$ cat src/fdcs_pkg.sv
// Constants, types and helpers shared by the drive command/status block.
package fdcs_pkg;
   localparam int unsigned WORD_W = 16;
   // One hundred percent of speed reference; values are two's complement.
   localparam logic signed [15:0] REF_FULL = 16'sh4000;
   localparam logic signed [15:0] REF_MAX  = 16'sh7fff;
   localparam logic signed [15:0] REF_MIN  = 16'sh8000;
   // Command word bit positions.
   localparam int unsigned C_ON1   = 0;
   localparam int unsigned C_ON2   = 1;
   localparam int unsigned C_ON3   = 2;
   localparam int unsigned C_NOCST = 3;
   localparam int unsigned C_RAMP  = 4;
   localparam int unsigned C_USERP = 5;
   localparam int unsigned C_START = 6;
   localparam int unsigned C_RESET = 7;
   localparam int unsigned C_JOG1  = 8;
   localparam int unsigned C_JOG2  = 9;
   localparam int unsigned C_VALID = 10;
   localparam int unsigned C_SLOW  = 11;
   localparam int unsigned C_CATCH = 12;
   localparam int unsigned C_SETLO = 13;
   localparam int unsigned C_SETHI = 14;
   localparam int unsigned C_REV   = 15;
   // Status word bit positions that need logic of their own.
   localparam int unsigned S_NOSTART = 6;
   // Reset values.
   localparam logic [15:0] CMD_RST   = 16'h0000;
   localparam logic [15:0] REF_RST   = 16'h0000;
   localparam logic [1:0]  SETUP_RST = 2'h0;
   localparam logic        NOSTART_RST = 1'b1;
   // Reverse source setting that keeps bit 15 without effect.
   localparam logic [1:0]  REV_DIGITAL = 2'h0;

   typedef enum logic [1:0] {
      FDCS_RUN   = 2'h0,
      FDCS_RAMP  = 2'h1,
      FDCS_QUICK = 2'h3,
      FDCS_COAST = 2'h2
   } fdcs_stop_t;

   // Saturating signed add, so trim never wraps a reference around.
   function automatic logic signed [15:0] fdcs_sat_add(
      input logic signed [15:0] a,
      input logic signed [15:0] b);
      logic signed [16:0] s;
      s = 17'(a) + 17'(b);
      if (s[16] != s[15])
         return s[16] ? REF_MIN : REF_MAX;
      return s[15:0];
   endfunction
endpackage

$ cat src/fdcs_cmd_if.sv
// Decoded command fields passed from the decoder to the core.
`timescale 1ns/10ps
`default_nettype none
interface fdcs_cmd_if;
   logic [15:0]          word;
   fdcs_pkg::fdcs_stop_t stop;
   logic                 hold;
   logic                 jog1;
   logic                 jog2;
   logic                 trim_dn;
   logic                 trim_up;
   logic                 rev;
   logic                 rst_lvl;
   logic [1:0]           setup;
   modport dec (input word, output stop, hold, jog1, jog2, trim_dn,
                trim_up, rev, rst_lvl, setup);
   modport usr (output word, input stop, hold, jog1, jog2, trim_dn,
                trim_up, rev, rst_lvl, setup);
endinterface
`default_nettype wire

$ cat src/fdcs_core.sv
// Fieldbus drive command interpreter and status word builder.
`timescale 1ns/10ps
`default_nettype none
// What this block does
// - Reference is 16 bits, 0x4000 means 100%
// - Negative references use two's complement
// - Actual value uses the reference scaling
// - Bit 00 low gives ramp stop
// - Bit 01 low gives coasting stop
// - Bit 02 low gives quick stop
// - Bit 03 low coasts, high permits start
// - Bit 04 low quick stops, high permits
// - Bit 05 low freezes output frequency
// - Bit 06 low ramp stops, high permits
// - Fault reset only on bit 07 rise
// - Jog bits need 04 low, 00-03 high
// - Bit 10 low ignores whole command
// - Bit 11 reduces reference by trim
// - Bit 12 raises; reduce has priority
// - Bits 13/14 pick one of four setups
// - Running setup change needs linked setups
// - Bit 15 reverses unless source digital
// - Status 00 ready when control ready, unless stop or trip
// - Status 01 also needs power supply
// - Status 02 enable when 00-02 high and no trip
// - Status bits 03, 07-15 report drive flags
// - Status 04/05 mirror command 01/02
// - Status 06 start-not-possible set and clear
module fdcs_core (
   input  wire logic        CLK,
   input  wire logic        RSTN,
   input  wire logic        TEL_VALID,
   input  wire logic [15:0] CMD_WORD,
   input  wire logic [15:0] SPEED_REF,
   input  wire logic [15:0] ACT_FREQ,
   input  wire logic        TRIP,
   input  wire logic        CTRL_READY,
   input  wire logic        POWER_OK,
   input  wire logic        WARNING,
   input  wire logic        AT_REF,
   input  wire logic        BUS_CTRL,
   input  wire logic        FREQ_OK,
   input  wire logic        IN_OPERATION,
   input  wire logic        AUTO_RESTART,
   input  wire logic        VOLT_EXC,
   input  wire logic        TORQUE_EXC,
   input  wire logic        TIMER_EXC,
   input  wire logic [14:0] TRIM_VALUE,
   input  wire logic [15:0] JOG1_SPEED,
   input  wire logic [15:0] JOG2_SPEED,
   input  wire logic        MULTI_SETUP,
   input  wire logic [3:0]  SETUP_LINK,
   input  wire logic [1:0]  REV_SRC,
   input  wire logic        RELAY_FN,
   output logic      [15:0] STATE_WORD,
   output logic      [15:0] ACTUAL_VALUE,
   output logic             REPLY_VALID,
   output logic      [15:0] SPEED_CMD,
   output logic      [1:0]  STOP_MODE,
   output logic             HOLD_FREQ,
   output logic             FAULT_RESET,
   output logic             REVERSE,
   output logic      [1:0]  ACTIVE_SETUP,
   output logic             RELAY_OUT
);
   logic                     rst_s1_q;
   logic                     rst_n;
   logic [15:0]              cmd_q, cmd_d;
   logic [15:0]              raw_q, raw_d;
   logic signed [15:0]       ref_q, ref_d;
   logic                     tel_q, tel_d;
   logic [15:0]              stw_q, stw_d;
   logic [15:0]              act_q, act_d;
   logic                     rep_q, rep_d;
   logic signed [15:0]       spd_q, spd_d;
   fdcs_pkg::fdcs_stop_t     stop_q, stop_d;
   logic                     hold_q, hold_d;
   logic                     fres_q, fres_d;
   logic                     b7_q, b7_d;
   logic                     rev_q, rev_d;
   logic [1:0]               setup_q, setup_d;
   logic                     relay_q, relay_d;
   logic                     nost_q, nost_d;
   logic signed [15:0]       base;
   logic                     ok3;

   fdcs_cmd_if c ();

   assign c.word = cmd_q;

   fdcs_decode u_dec (
      .c       (c),
      .rev_src (REV_SRC)
   );

   // Reset is released through two flops so all state leaves it together.
   always_ff @(posedge CLK or negedge RSTN) begin
      if (!RSTN) begin
         rst_s1_q <= 1'b0;
         rst_n    <= 1'b0;
      end else begin
         rst_s1_q <= 1'b1;
         rst_n    <= rst_s1_q;
      end
   end

   // Telegram intake stage.
   always_comb begin
      cmd_d = cmd_q;
      raw_d = raw_q;
      ref_d = ref_q;
      tel_d = TEL_VALID;
      if (TEL_VALID) begin
         raw_d = CMD_WORD;
         ref_d = $signed(SPEED_REF);
         if (CMD_WORD[fdcs_pkg::C_VALID]) begin
            cmd_d = CMD_WORD;
         end
      end
   end

   always_ff @(posedge CLK or negedge rst_n) begin
      if (!rst_n) begin
         cmd_q <= fdcs_pkg::CMD_RST;
         raw_q <= fdcs_pkg::CMD_RST;
         ref_q <= fdcs_pkg::REF_RST;
         tel_q <= 1'b0;
      end else begin
         cmd_q <= cmd_d;
         raw_q <= raw_d;
         ref_q <= ref_d;
         tel_q <= tel_d;
      end
   end

   // Reply stage: one cycle after intake, outputs are refreshed; SPEED_CMD keeps its value while bit 05 is low.
   always_comb begin
      ok3 = &cmd_q[2:0] & ~TRIP;
      stw_d = stw_q;
      act_d = act_q;
      spd_d = spd_q;
      stop_d = stop_q;
      hold_d = hold_q;
      b7_d = b7_q;
      rev_d = rev_q;
      setup_d = setup_q;
      nost_d = nost_q;
      fres_d = 1'b0;
      rep_d = tel_q;
      base = ref_q;
      // Relay follows zero output continuously, not only per telegram.
      // relay at zero
      relay_d = RELAY_FN & (stop_q != fdcs_pkg::FDCS_RUN) &
                (ACT_FREQ == 16'h0000);
      if (tel_q) begin
         act_d = ACT_FREQ;
         stop_d = c.stop;
         hold_d = c.hold;
         rev_d = c.rev;
         fres_d = c.rst_lvl & ~b7_q;
         b7_d = c.rst_lvl;
         if (c.jog1) begin
            base = $signed(JOG1_SPEED);
         end else if (c.jog2) begin
            base = $signed(JOG2_SPEED);
         end
         if (!c.hold) begin
            if (c.trim_dn) begin
               spd_d = fdcs_pkg::fdcs_sat_add(base,
                          -$signed({1'b0, TRIM_VALUE}));
            end else if (c.trim_up) begin
               spd_d = fdcs_pkg::fdcs_sat_add(base,
                          $signed({1'b0, TRIM_VALUE}));
            end else begin
               spd_d = base;
            end
         end
         if (MULTI_SETUP && c.setup != setup_q &&
             (!IN_OPERATION ||
              (SETUP_LINK[c.setup] && SETUP_LINK[setup_q]))) begin
            setup_d = c.setup;
         end
         if (!raw_q[fdcs_pkg::C_ON1] && raw_q[fdcs_pkg::C_ON2] &&
             raw_q[fdcs_pkg::C_ON3] && raw_q[fdcs_pkg::C_VALID]) begin
            nost_d = 1'b0;
         end
         if (fres_d || !cmd_q[fdcs_pkg::C_ON2] ||
             !cmd_q[fdcs_pkg::C_ON3]) begin
            nost_d = 1'b1;
         end
         stw_d[0] = ok3 & CTRL_READY;
         stw_d[1] = ok3 & CTRL_READY & POWER_OK;
         stw_d[2] = ok3;
         stw_d[3] = TRIP;
         stw_d[4] = cmd_q[fdcs_pkg::C_ON2];
         stw_d[5] = cmd_q[fdcs_pkg::C_ON3];
         stw_d[fdcs_pkg::S_NOSTART] = nost_d;
         stw_d[15:7] = {TIMER_EXC, TORQUE_EXC, VOLT_EXC, AUTO_RESTART,
                        IN_OPERATION, FREQ_OK, BUS_CTRL, AT_REF, WARNING};
      end
   end

   always_ff @(posedge CLK or negedge rst_n) begin
      if (!rst_n) begin
         stw_q   <= 16'h0000;
         act_q   <= 16'h0000;
         rep_q   <= 1'b0;
         spd_q   <= fdcs_pkg::REF_RST;
         stop_q  <= fdcs_pkg::FDCS_COAST;
         hold_q  <= 1'b0;
         fres_q  <= 1'b0;
         b7_q    <= 1'b0;
         rev_q   <= 1'b0;
         setup_q <= fdcs_pkg::SETUP_RST;
         relay_q <= 1'b0;
         nost_q  <= fdcs_pkg::NOSTART_RST;
      end else begin
         stw_q   <= stw_d;
         act_q   <= act_d;
         rep_q   <= rep_d;
         spd_q   <= spd_d;
         stop_q  <= stop_d;
         hold_q  <= hold_d;
         fres_q  <= fres_d;
         b7_q    <= b7_d;
         rev_q   <= rev_d;
         setup_q <= setup_d;
         relay_q <= relay_d;
         nost_q  <= nost_d;
      end
   end

   assign STATE_WORD   = stw_q;
   assign ACTUAL_VALUE = act_q;
   assign REPLY_VALID  = rep_q;
   assign SPEED_CMD    = spd_q;
   assign STOP_MODE    = stop_q;
   assign HOLD_FREQ    = hold_q;
   assign FAULT_RESET  = fres_q;
   assign REVERSE      = rev_q;
   assign ACTIVE_SETUP = setup_q;
   assign RELAY_OUT    = relay_q;
endmodule
`default_nettype wire

$ cat src/fdcs_decode.sv
// Combinational decoder of an accepted command word.
`timescale 1ns/10ps
`default_nettype none
module fdcs_decode (
   fdcs_cmd_if.dec        c,
   input wire logic [1:0] rev_src
);
   logic w_jog;

   always_comb begin
      w_jog = ~c.word[fdcs_pkg::C_RAMP] & (&c.word[3:0]);
      c.jog1 = w_jog & c.word[fdcs_pkg::C_JOG1];
      c.jog2 = w_jog & c.word[fdcs_pkg::C_JOG2] & ~c.word[fdcs_pkg::C_JOG1];
      if (!c.word[fdcs_pkg::C_ON2] || !c.word[fdcs_pkg::C_NOCST]) begin
         c.stop = fdcs_pkg::FDCS_COAST;
      // Only a real jog request lifts the bit 04 quick stop.
      end else if (c.jog1 || c.jog2) begin
         c.stop = fdcs_pkg::FDCS_RUN;
      end else if (!c.word[fdcs_pkg::C_ON3] || !c.word[fdcs_pkg::C_RAMP]) begin
         c.stop = fdcs_pkg::FDCS_QUICK;
      end else if (!c.word[fdcs_pkg::C_ON1] || !c.word[fdcs_pkg::C_START]) begin
         c.stop = fdcs_pkg::FDCS_RAMP;
      end else begin
         c.stop = fdcs_pkg::FDCS_RUN;
      end
      c.hold = ~c.word[fdcs_pkg::C_USERP];
      c.trim_dn = c.word[fdcs_pkg::C_SLOW];
      c.trim_up = c.word[fdcs_pkg::C_CATCH] & ~c.word[fdcs_pkg::C_SLOW];
      c.rev = c.word[fdcs_pkg::C_REV] & (rev_src != fdcs_pkg::REV_DIGITAL);
      c.rst_lvl = c.word[fdcs_pkg::C_RESET];
      c.setup = {c.word[fdcs_pkg::C_SETHI], c.word[fdcs_pkg::C_SETLO]};
   end
endmodule
`default_nettype wire

$ cat config.mk
export PLATFORM = sky130hd
export DESIGN_NAME = fdcs_core
export DESIGN_NICKNAME = d
export VERILOG_FILES = /design/src/fdcs_pkg.sv /design/src/fdcs_cmd_if.sv /design/src/fdcs_core.sv /design/src/fdcs_decode.sv
export SDC_FILE = /design/constraint.sdc
export NUM_CORES = 1
export LEC_CHECK = 0
export ABC_AREA = 1
export BUFFER_PORTS_ARGS = -buffer_cell sky130_fd_sc_hd__buf_2
export CORE_MARGIN = 3
export CORE_UTILIZATION = 55
export DETAILED_ROUTE_END_ITERATION = 10
export PLACE_DENSITY = 0.81
export SLEW_MARGIN = 0
export SYNTH_ARGS = -nofsm -noshare
export SYNTH_HDL_FRONTEND = slang
export SYNTH_HIERARCHICAL = 1
export SYNTH_SLANG_ARGS = --single-unit
export TNS_END_PERCENT = 20
$ cat constraint.sdc
create_clock -name CLK -period 5.8 [get_ports CLK]
set_input_delay 0.58 -clock CLK [delete_from_list [all_inputs] [get_ports CLK]]
set_output_delay 0.58 -clock CLK [all_outputs]
set_load 0.02 [all_outputs]
# ---- Yosys cells after proc, flatten, opt, wreduce, memory -nomap -nowiden
# Index checks and enable logic that the tools add are counted.
dict set report classes {
  n_addsub 3
  order_cmp 2
  n_eq_ne 3
  n_mux 31
  bitwise_logic 18
  reduce_logical 29
}
# operator count
set op_table {}
lappend op_table {{16-bit 2-to-1 mux} 11}
lappend op_table {{16-bit by 16-bit adder with 17-bit output} 2}
lappend op_table {{16-bit logical NOT} 1}
lappend op_table {{15-bit negation with 16-bit output} 1}
lappend op_table {{1-bit 2-to-1 mux} 15}
lappend op_table {{1-bit bitwise AND} 12}
lappend op_table {{1-bit logical NOT} 8}
lappend op_table {{1-bit logical OR} 7}
lappend op_table {{1-bit logical AND} 6}
lappend op_table {{2-bit by 3-bit less-than comparator with 1-bit output, second input constant} 2}
lappend op_table {{2-bit 2-to-1 mux} 3}
lappend op_table {{1-bit inverter} 6}
lappend op_table {{2-bit AND reduction} 3}
lappend op_table {{1-bit binary-select mux with 2-bit select} 2}
lappend op_table {{4-bit AND reduction} 1}
lappend op_table {{2-bit nonzero test} 2}
lappend op_table {{3-bit AND reduction} 1}
lappend op_table {{1-bit != test} 2}
lappend op_table {{2-bit != test} 1}
dict set report totals {
  ff_bits 105
  inputBits 118
  out_inout_bits 57
}

# ---- Longest topological paths before layout
# Gate-level depths: netlist (run 1).
dict set report depth {
  depth_word 17
  ltp_mapped 28
  ltp_nobuf 28
}

# ---- Hierarchy
# The synthesis (run 1) kept the hierarchy.
# mod n_inst cells_each area_each_um2 seq_area_each_um2
set modules_own_cells {}
lappend modules_own_cells {fdcs_core 1 962 6729.0 2454.9}
lappend modules_own_cells {fdcs_decode 1 26 128.9 0.0}

# ---- Least setup slack after synthesis (run 1)
# No wires, ideal clock.
dict set report synth_timing {
  path_type {input -> register}
  startpoint {input TRIM_VALUE[1]}
  endpoint {register spd_q[10] (netlist: SPEED_CMD[10])}
  setup_time_ns 0.066
  arrival_time_ns 3.293
  t_required_ns 5.734
  setup_slack_ns 2.441
  path_stages 26
  path_buffers 1
  path_cell_list {inv_1 ha_1 nand2_1 nor4_2 nand2_1 nor3_1 nand2_1 nor2_1 nand3_1 xor2_1 inv_1 ha_1 nand2_1 inv_1 nand2_1 nand2_1 a21oi_1 nand3_1 nand2_4 inv_4 nand2_4 buf_8 nand2_1 a21oi_1 nand2_1 nand2_1}
}
dict set report synth_via {
  elab_chain_cells 10
}
# item line_no
set synth_rtl {}
lappend synth_rtl {{start: declaration} fdcs_core.sv:48} ;# input wire logic [14:0] TRIM_VALUE,
lappend synth_rtl {{branches (longest 9 deep; another with 16-bit by 16-bit adder with 17-bit output)} --}
lappend synth_rtl {{16-bit 2-to-1 mux *} fdcs_core.sv:168} ;# if (c.trim_dn) begin
lappend synth_rtl {{end signal: assignment} fdcs_core.sv:208} ;# spd_q <= fdcs_pkg::REF_RST;
lappend synth_rtl {{end signal: assignment} fdcs_core.sv:221} ;# spd_q <= spd_d;
lappend synth_rtl {{end: declaration} fdcs_core.sv:75} ;# logic signed [15:0] spd_q, spd_d;
# Mark *: on every way between the ends. The select of a mux whose other input is x is not followed.
# A chain may end at the register's enable or synchronous reset.

# ---- Worst setup path in the final report (run 1)
dict set report layout_timing {
  startpoint {register cmd_q[1] (netlist: c.word[1])}
  endpoint {register spd_q[1] (netlist: SPEED_CMD[1])}
}
dict set report layout_via {
  elab_chain_cells 17
}
# item line_no
set layout_rtl {}
lappend layout_rtl {{start: declaration} fdcs_core.sv:68} ;# logic [15:0] cmd_q, cmd_d;
lappend layout_rtl {{start signal: assignment} fdcs_core.sv:124} ;# cmd_q <= fdcs_pkg::CMD_RST;
lappend layout_rtl {{start signal: assignment} fdcs_core.sv:129} ;# cmd_q <= cmd_d;
lappend layout_rtl {{4-bit AND reduction *} fdcs_decode.sv:11} ;# w_jog = ~c.word[fdcs_pkg::C_RAMP] & (&c.word[3:0]);
lappend layout_rtl {{1-bit bitwise AND *} fdcs_decode.sv:11}
lappend layout_rtl {{1-bit bitwise AND * (2 in a row)} fdcs_decode.sv:13} ;# c.jog2 = w_jog & c.word[fdcs_pkg::C_JOG2] & ~c.word[fdcs_pkg::C_JOG1];
lappend layout_rtl {{via c.jog2} fdcs_cmd_if.sv:9} ;# logic jog2;
lappend layout_rtl {{16-bit 2-to-1 mux *} fdcs_core.sv:164} ;# end else if (c.jog2) begin
lappend layout_rtl {{16-bit 2-to-1 mux *} fdcs_core.sv:162} ;# if (c.jog1) begin
lappend layout_rtl {{16-bit 2-to-1 mux *} fdcs_core.sv:155} ;# if (tel_q) begin
lappend layout_rtl {{16-bit by 16-bit adder with 17-bit output} fdcs_pkg.sv:47} ;# s = 17'(a) + 17'(b);
lappend layout_rtl {{1-bit != test} fdcs_pkg.sv:48} ;# if (s[16] != s[15])
lappend layout_rtl {{1-bit 2-to-1 mux} fdcs_pkg.sv:48}
lappend layout_rtl {{1-bit 2-to-1 mux} fdcs_core.sv:171} ;# end else if (c.trim_up) begin
lappend layout_rtl {{1-bit 2-to-1 mux} fdcs_core.sv:168}
lappend layout_rtl {{1-bit 2-to-1 mux} fdcs_core.sv:167} ;# if (!c.hold) begin
lappend layout_rtl {{1-bit 2-to-1 mux} fdcs_core.sv:155}
lappend layout_rtl {{16-bit 2-to-1 mux} fdcs_pkg.sv:50} ;# return s[15:0];
lappend layout_rtl {{16-bit 2-to-1 mux} fdcs_core.sv:171}
lappend layout_rtl {{16-bit 2-to-1 mux *} fdcs_core.sv:168}
# Mark *: on every way through the listed nets, which the timed path passes. The rest lies on a longest branch. The select of a mux whose other input is x is not followed.

==> reports/metrics.csv, run 1 <==
metric;value;unit
Post-CTS Setup Bufs;0;
WL final;18200;µm
type of the tightest min-delay check;flip-flop to asynchronous set/reset pin;
post-DP HPWL;14300;µm
# fillers;1088;
leak pwr;4.62;nW
number of setup violations in the final report;0;
Die H;117;µm
syn_nets;1136;
CTS Buf Count;9;
post-cts repair resize count;0;
row count;40;
unrepaired setup endpoints after global routing;no;
final hold viol count;0;
Avg Cell Area, Syn;6.93;µm²
Max Cap Viol;0;
antenna violations before repair;2;
Cell Area, Synth;6830;µm²
status;complete, no violations;
1st-pass router iterations;5;
clock tree from TritonCTS;built;
Post-Syn Instances;985;
Top Ports;175;
DR DRC count;0;
total track usage;0.265;
pin count of the biggest net entering global routing;71;
Slowest-stage cell, CP;nor2_2;
CTS Hold Bufs;1;
via count;6780;
minimum clock period;4.09;ns
CP arrival;4.37;ns
period utilization;0.706;
Total Neg Setup Slack;0;ns
critical path launch point type;flip-flop;
critical path class;flip-flop to flip-flop;
global-route wire length before repair;30100;µm
max incr delay on CP;0.76;ns
CTS Buffer Depth;2;
P&R area growth vs syn;18.9;%
CP Data Required Time;6.08;ns
Fmax;244;MHz
ratio of cells with drive above 1 in the final layout;0.218;
Clock Skew;0.0138;ns
Rel. slew slack;0.330;
Initial DRC Count;490;
critical path's most frequent cell;nand2_1;
I/O Buffers;174;
die extent in x;117;µm
H-tree depth;3;
clock latency on the worst-skew pair;0.35;ns
drt wl/cell;13.9;µm
VDD IR max;0.199;mV
DIE AREA;13800;µm²
Worst-path clk slew;0.07;ns
Layout Nets;1293;
CP endpoint kind;flip-flop;
clock sinks;97;
CORE AREA;12100;µm²
synth warn;6;
Slew Limit Fails;0;
pwr dens;304;nW/µm²
vias in the first global route;6329;
CTS Root Cell;clkbuf_16;
DRT antenna net count;0;
initial core utilization;0.566;
total gr overflow;0;
RD Place Congestion;0.973;
vias per inst;5.15;
Worst Hold Slack;0.228;ns
worst-path fanout max;32;
Tightest Pin Transition;1.00;ns
==> cells in the final DEF (no fill, tap or decap), types with 3 or more instances in the layout <==
cell type / n
dfrtp_1: 94
xnor2_1: 10
nor4_1: 3
ha_1: 31
nand3b_1: 4
o211ai_1: 5
nor3_2: 4
o21bai_1: 4
nor3_1: 3
inv_1: 109
buf_4: 5
nand2_2: 12
or2_2: 3
nor2_1: 45
nand2_4: 3
xor2_1: 20
clkbuf_16: 9
a21oi_1: 42
mux2_2: 14
nand2_1: 391
o21a_1: 4
o21ai_0: 49
inv_2: 6
nand3_1: 62
buf_2: 174
nand4_1: 5
==> cell type report <==
class | instances | area, µm² | area share
clock buffer | 9 | 225 | 0.0277
inverter | 117 | 442 | 0.0544
antenna | 2 | 5.00 | 0.000617
sequential | 97 | 2430 | 0.300
multi-input combinational | 737 | 3780 | 0.466
clock inverter | 7 | 100 | 0.0123
timing repair buffer | 180 | 918 | 0.113
tap | 168 | 210 | 0.0259
==> per-layer routing <==
| metal | vias up | track usage | routed length [µm] |
|---|---|---|---|
| met5 | - | 0 | 0 |
| met4 | 0 | 0.100 | 389 |
| met3 | 32 | 0.0473 | 1190 |
| met2 | 223 | 0.423 | 8400 |
| met1 | 3106 | 0.361 | 8270 |
| li1 | 3419 | - | - |
==> registers in the layout, indices dropped and copies added (netlist names) <==
| name | cells |
|---|---|
| REPLY_VALID | 1 |
| raw_q | 4 |
| ACTUAL_VALUE | 16 |
| rst_n | 1 |
| ref_q | 16 |
| rep_d | 1 |
| c.word | 15 |
| STOP_MODE | 2 |
| FAULT_RESET | 1 |
| HOLD_FREQ | 1 |
| rst_s1_q | 1 |
| RELAY_OUT | 1 |
| b7_q | 1 |
| ACTIVE_SETUP | 2 |
| STATE_WORD | 16 |
| REVERSE | 1 |
| SPEED_CMD | 16 |
| nost_q | 1 |
==> metrics by stage <==
step	setup WS (ns)	util	cell area [µm²]	std cells	total power [mW]
6_report	1.71	0.673	8120	1317	2.46
5_1_grt	1.21	0.673	8120	1317	2.63
4_1_cts	1.74	0.673	8110	1315	2.47
3_5_place_dp	1.76	0.645	7780	1298	1.82
3_3_place_gp	1.78	0.645	7780	1298	1.80
2_1_floorplan	2.44	-	6830	985	1.55
==> worst max-delay path, delay by kind of cell (launching register included) <==
kind	cells	cell delay, ns
and+or+nand+nor	19	2.39
AOI/OAI and AO/OA	2	0.34
DFF	1	0.36
buffers and inverters	3	0.20
adders and majority gates	2	0.72
==> worst paths after layout <==
path | start | endpoint | slack (ns) | cells past startpoint
max in group asynchronous | rst_n$_DFF_PN0_ | STATE_WORD[9]$_DFFE_PN0P_ | 4.39 | 1
setup reg to reg | c.word[1]$_DFFE_PN0P_ | SPEED_CMD[1]$_DFFE_PN0P_ | 1.71 | 26
setup / recovery | c.word[1]$_DFFE_PN0P_ | SPEED_CMD[1]$_DFFE_PN0P_ | 1.71 | 26
hold / removal | rst_n$_DFF_PN0_ | b7_q$_DFFE_PN0P_ | 0.23 | 0
hold reg to reg | rst_n$_DFF_PN0_ | b7_q$_DFFE_PN0P_ | 0.23 | 0
min in group CLK | rst_s1_q$_DFF_PN0_ | rst_n$_DFF_PN0_ | 0.36 | 0
==> power breakdown <==
group | internal [mW] | total (mW) | switching (mW)
clock | 0.381 | 0.644 | 0.262
sequential | 0.785 | 0.853 | 0.0681
combinational | 0.344 | 0.967 | 0.624
Note: power is estimated with default switching activity, not from simulation.
==> run 2, diff against run 1 <==
--- a/config.mk
+++ b/config.mk
@@ -8,9 +8,9 @@
 export ABC_AREA = 1
 export BUFFER_PORTS_ARGS = -buffer_cell sky130_fd_sc_hd__buf_2
 export CORE_MARGIN = 3
-export CORE_UTILIZATION = 55
+export CORE_UTILIZATION = 54
 export DETAILED_ROUTE_END_ITERATION = 10
-export PLACE_DENSITY = 0.81
+export PLACE_DENSITY = 0.8
 export SLEW_MARGIN = 0
 export SYNTH_ARGS = -nofsm -noshare
 export SYNTH_HDL_FRONTEND = slang
==> constraint.sdc (replaced) <==
create_clock -name CLK -period 4.1 [get_ports CLK]
set_input_delay 0.41 -clock CLK [delete_from_list [all_inputs] [get_ports CLK]]
set_output_delay 0.41 -clock CLK [all_outputs]
set_load 0.02 [all_outputs]
==> run 2 against run 1 <==
Final cell count hardly changed; worst hold slack improved by 0.031 ns; clock power grew 21%; sequential cell count did not move; global-route usage decreased by 0.18 points; non-clock buffer count increased by 2; sequential power up 42%; routed wire length up 1.2%; first-iteration DRC count decreased by 3.3%; combinational power rose by 42%; sequential share of layout area rose by 0.13 points; largest cell class unchanged; highest routed layer is now met5.
==> reports/metrics.csv, run 2 (same netlist as run 1, synthesis figures left out) <==
metric;value;unit
status;complete, no violations;
R2R depth;22;
CP Data Required Time;4.33;ns
CP arrival;3.86;ns
Layout Nets;1295;
Inst Count DP;1300;
Die H;118;µm
non-filler instance count after layout;1318;
period utilization;0.887;
commonest non-fill, non-tap cell in the layout;nand2_1;
Hold Crit Start;FREQ_OK;
WHS Endpoint;STATE_WORD[10]$_DFFE_PN0P_;
H-tree depth;3;
Top Ports;175;
DIE AREA;14000;µm²
CP endpoint kind;flip-flop;
FF-to-FF End;SPEED_CMD[3]$_DFFE_PN0P_;
Clock Skew;0.00856;ns
minimum clock period;3.63;ns
RD Place Congestion;0.977;
antenna violations before repair;1;
row count;40;
CORE AREA;12200;µm²
drt wl/cell;14.0;µm
number of setup violations in the final report;0;
total gr overflow;0;
worst-path fanout max;32;
Fmax;275;MHz
Max Cap Viol;0;
CTS Root Cell;clkbuf_16;
clock tree from TritonCTS;built;
# fillers;1106;
Slew Limit Fails;0;
Rel. slew slack;0.431;
VDD IR max;0.276;mV
die extent in x;118;µm
Total Neg Setup Slack;0;ns
via count;6789;
initial core utilization;0.561;
Tightest Pin Transition;0.850;ns
leak pwr;4.61;nW
clock sinks;97;
vias per inst;5.15;
Initial DRC Count;474;
critical path class;flip-flop to flip-flop;
type of the tightest min-delay check;input port to flip-flop;
critical path launch point type;flip-flop;
global-route wire length before repair;30200;µm
DRT antenna net count;0;
P&R area growth vs syn;18.4;%
unrepaired setup endpoints after global routing;no;
CTS Buffer Depth;2;
R2R Setup Slk;0.47;ns
CTS Buf Count;9;
vias in the first global route;6342;
post-DP HPWL;14800;µm
DR DRC count;0;
most frequent cells in the layout;nand2_1, buf_2, inv_1, dfrtp_1, nand3_1;
WL final;18500;µm
pin count of the biggest net entering global routing;67;
Post-CTS Setup Bufs;0;
total track usage;0.263;
1st-pass router iterations;5;
I/O Buffers;174;
ratio of cells with drive above 1 in the final layout;0.218;
final hold viol count;0;
Hold Crit Depth;3;
pwr dens;416;nW/µm²
clock latency on the worst-skew pair;0.35;ns
Reg-to-Reg Start;c.word[3]$_DFFE_PN0P_;
Worst-path clk slew;0.07;ns
==> run 2: changes by cell type in the layout (fill, tap and decap cells not counted), sizes merged <==
cell,previous run,this run
clkinvlp,2,1
buf,179,181
inv,118,117
clkbuf,9,12
bufinv,2,0
diode,2,1
clkinv,2,3
==> run 2: critical path, stage by stage, from the launching register on <==
cell	delay, ns
dfrtp_1	0.36
nand2_1	0.09
nor2_2	0.12
nand2_1	0.08
nor2_1	0.10
buf_4	0.28
nand2_1	0.08
o211ai_1	0.09
o21a_1	0.21
ha_1	0.27
inv_1	0.08
fa_1	0.44
nand3b_1	0.17
nand2_1	0.13
nand2_1	0.09
nand2_2	0.10
nand2_1	0.07
nand3_1	0.11
nand2_4	0.09
a21oi_4	0.29
nand2_1	0.11
nand3_1	0.12
nand2_1	0.06
==> run 2: per-layer routing <==
metal	track usage	part of all wire	wire, µm	up-vias
li1	-	-	-	3423
met1	0.358	0.44	8150	3064
met2	0.419	0.46	8450	252
met3	0.0459	0.070	1290	48
met4	0.101	0.031	571	2
met5	0	0.00070	13	-
==> run 2: worst max path at each step <==
| stage | start | to | slack (ns) | cells past startpoint |
|---|---|---|---|---|
| after detailed placement | TRIM_VALUE[1] | SPEED_CMD[5]$_DFFE_PN0P_ | 0.36 | 24 |
| after global routing | c.word[3]$_DFFE_PN0P_ | SPEED_CMD[1]$_DFFE_PN0P_ | 0.03 | 27 |
| after CTS | c.word[3]$_DFFE_PN0P_ | SPEED_CMD[3]$_DFFE_PN0P_ | 0.43 | 22 |
| after floorplan | c.word[4]$_DFFE_PN0P_ | SPEED_CMD[10]$_DFFE_PN0P_ | 0.84 | 25 |
| final | c.word[3]$_DFFE_PN0P_ | SPEED_CMD[3]$_DFFE_PN0P_ | 0.47 | 22 |
| after global placement | TRIM_VALUE[1] | SPEED_CMD[8]$_DFFE_PN0P_ | 0.46 | 25 |
==> run 2: metrics by stage <==
step	cell area, µm²	total power, mW	hold WS [ns]	worst slack (ns)	utilization
6_report	8080	3.36	0.258	0.465	0.665
2_1_floorplan	6830	2.20	0.114	0.838	-
4_1_cts	8080	3.37	0.245	0.433	0.664
3_3_place_gp	7790	2.57	0.196	0.458	0.640
3_5_place_dp	7790	2.58	0.199	0.355	0.640
5_1_grt	8080	3.61	0.260	0.0330	0.664
==> run 2: cell type report <==
cell class,instances,area [µm²],area share
repair buffers,182,933,0.115
diodes,1,2.50,0.000310
inverters,117,442,0.0547
flip-flops and latches,97,2430,0.301
well taps,168,210,0.0260
clock buffers,12,246,0.0305
multi-input cells,737,3780,0.468
clock inverters,4,30.0,0.00372
==> run 2: report_power, final <==
part | total (mW) | internal [mW] | switching [mW]
clock network | 0.779 | 0.430 | 0.349
registers | 1.21 | 1.11 | 0.104
logic | 1.37 | 0.488 | 0.883
==> run 2: repair_timing <==
action,in CTS,in global routing
setup endpoints to repair,0,11
hold buffers,1,0
gates resized for setup,0,2
endpoints found under the hold margin,2,0
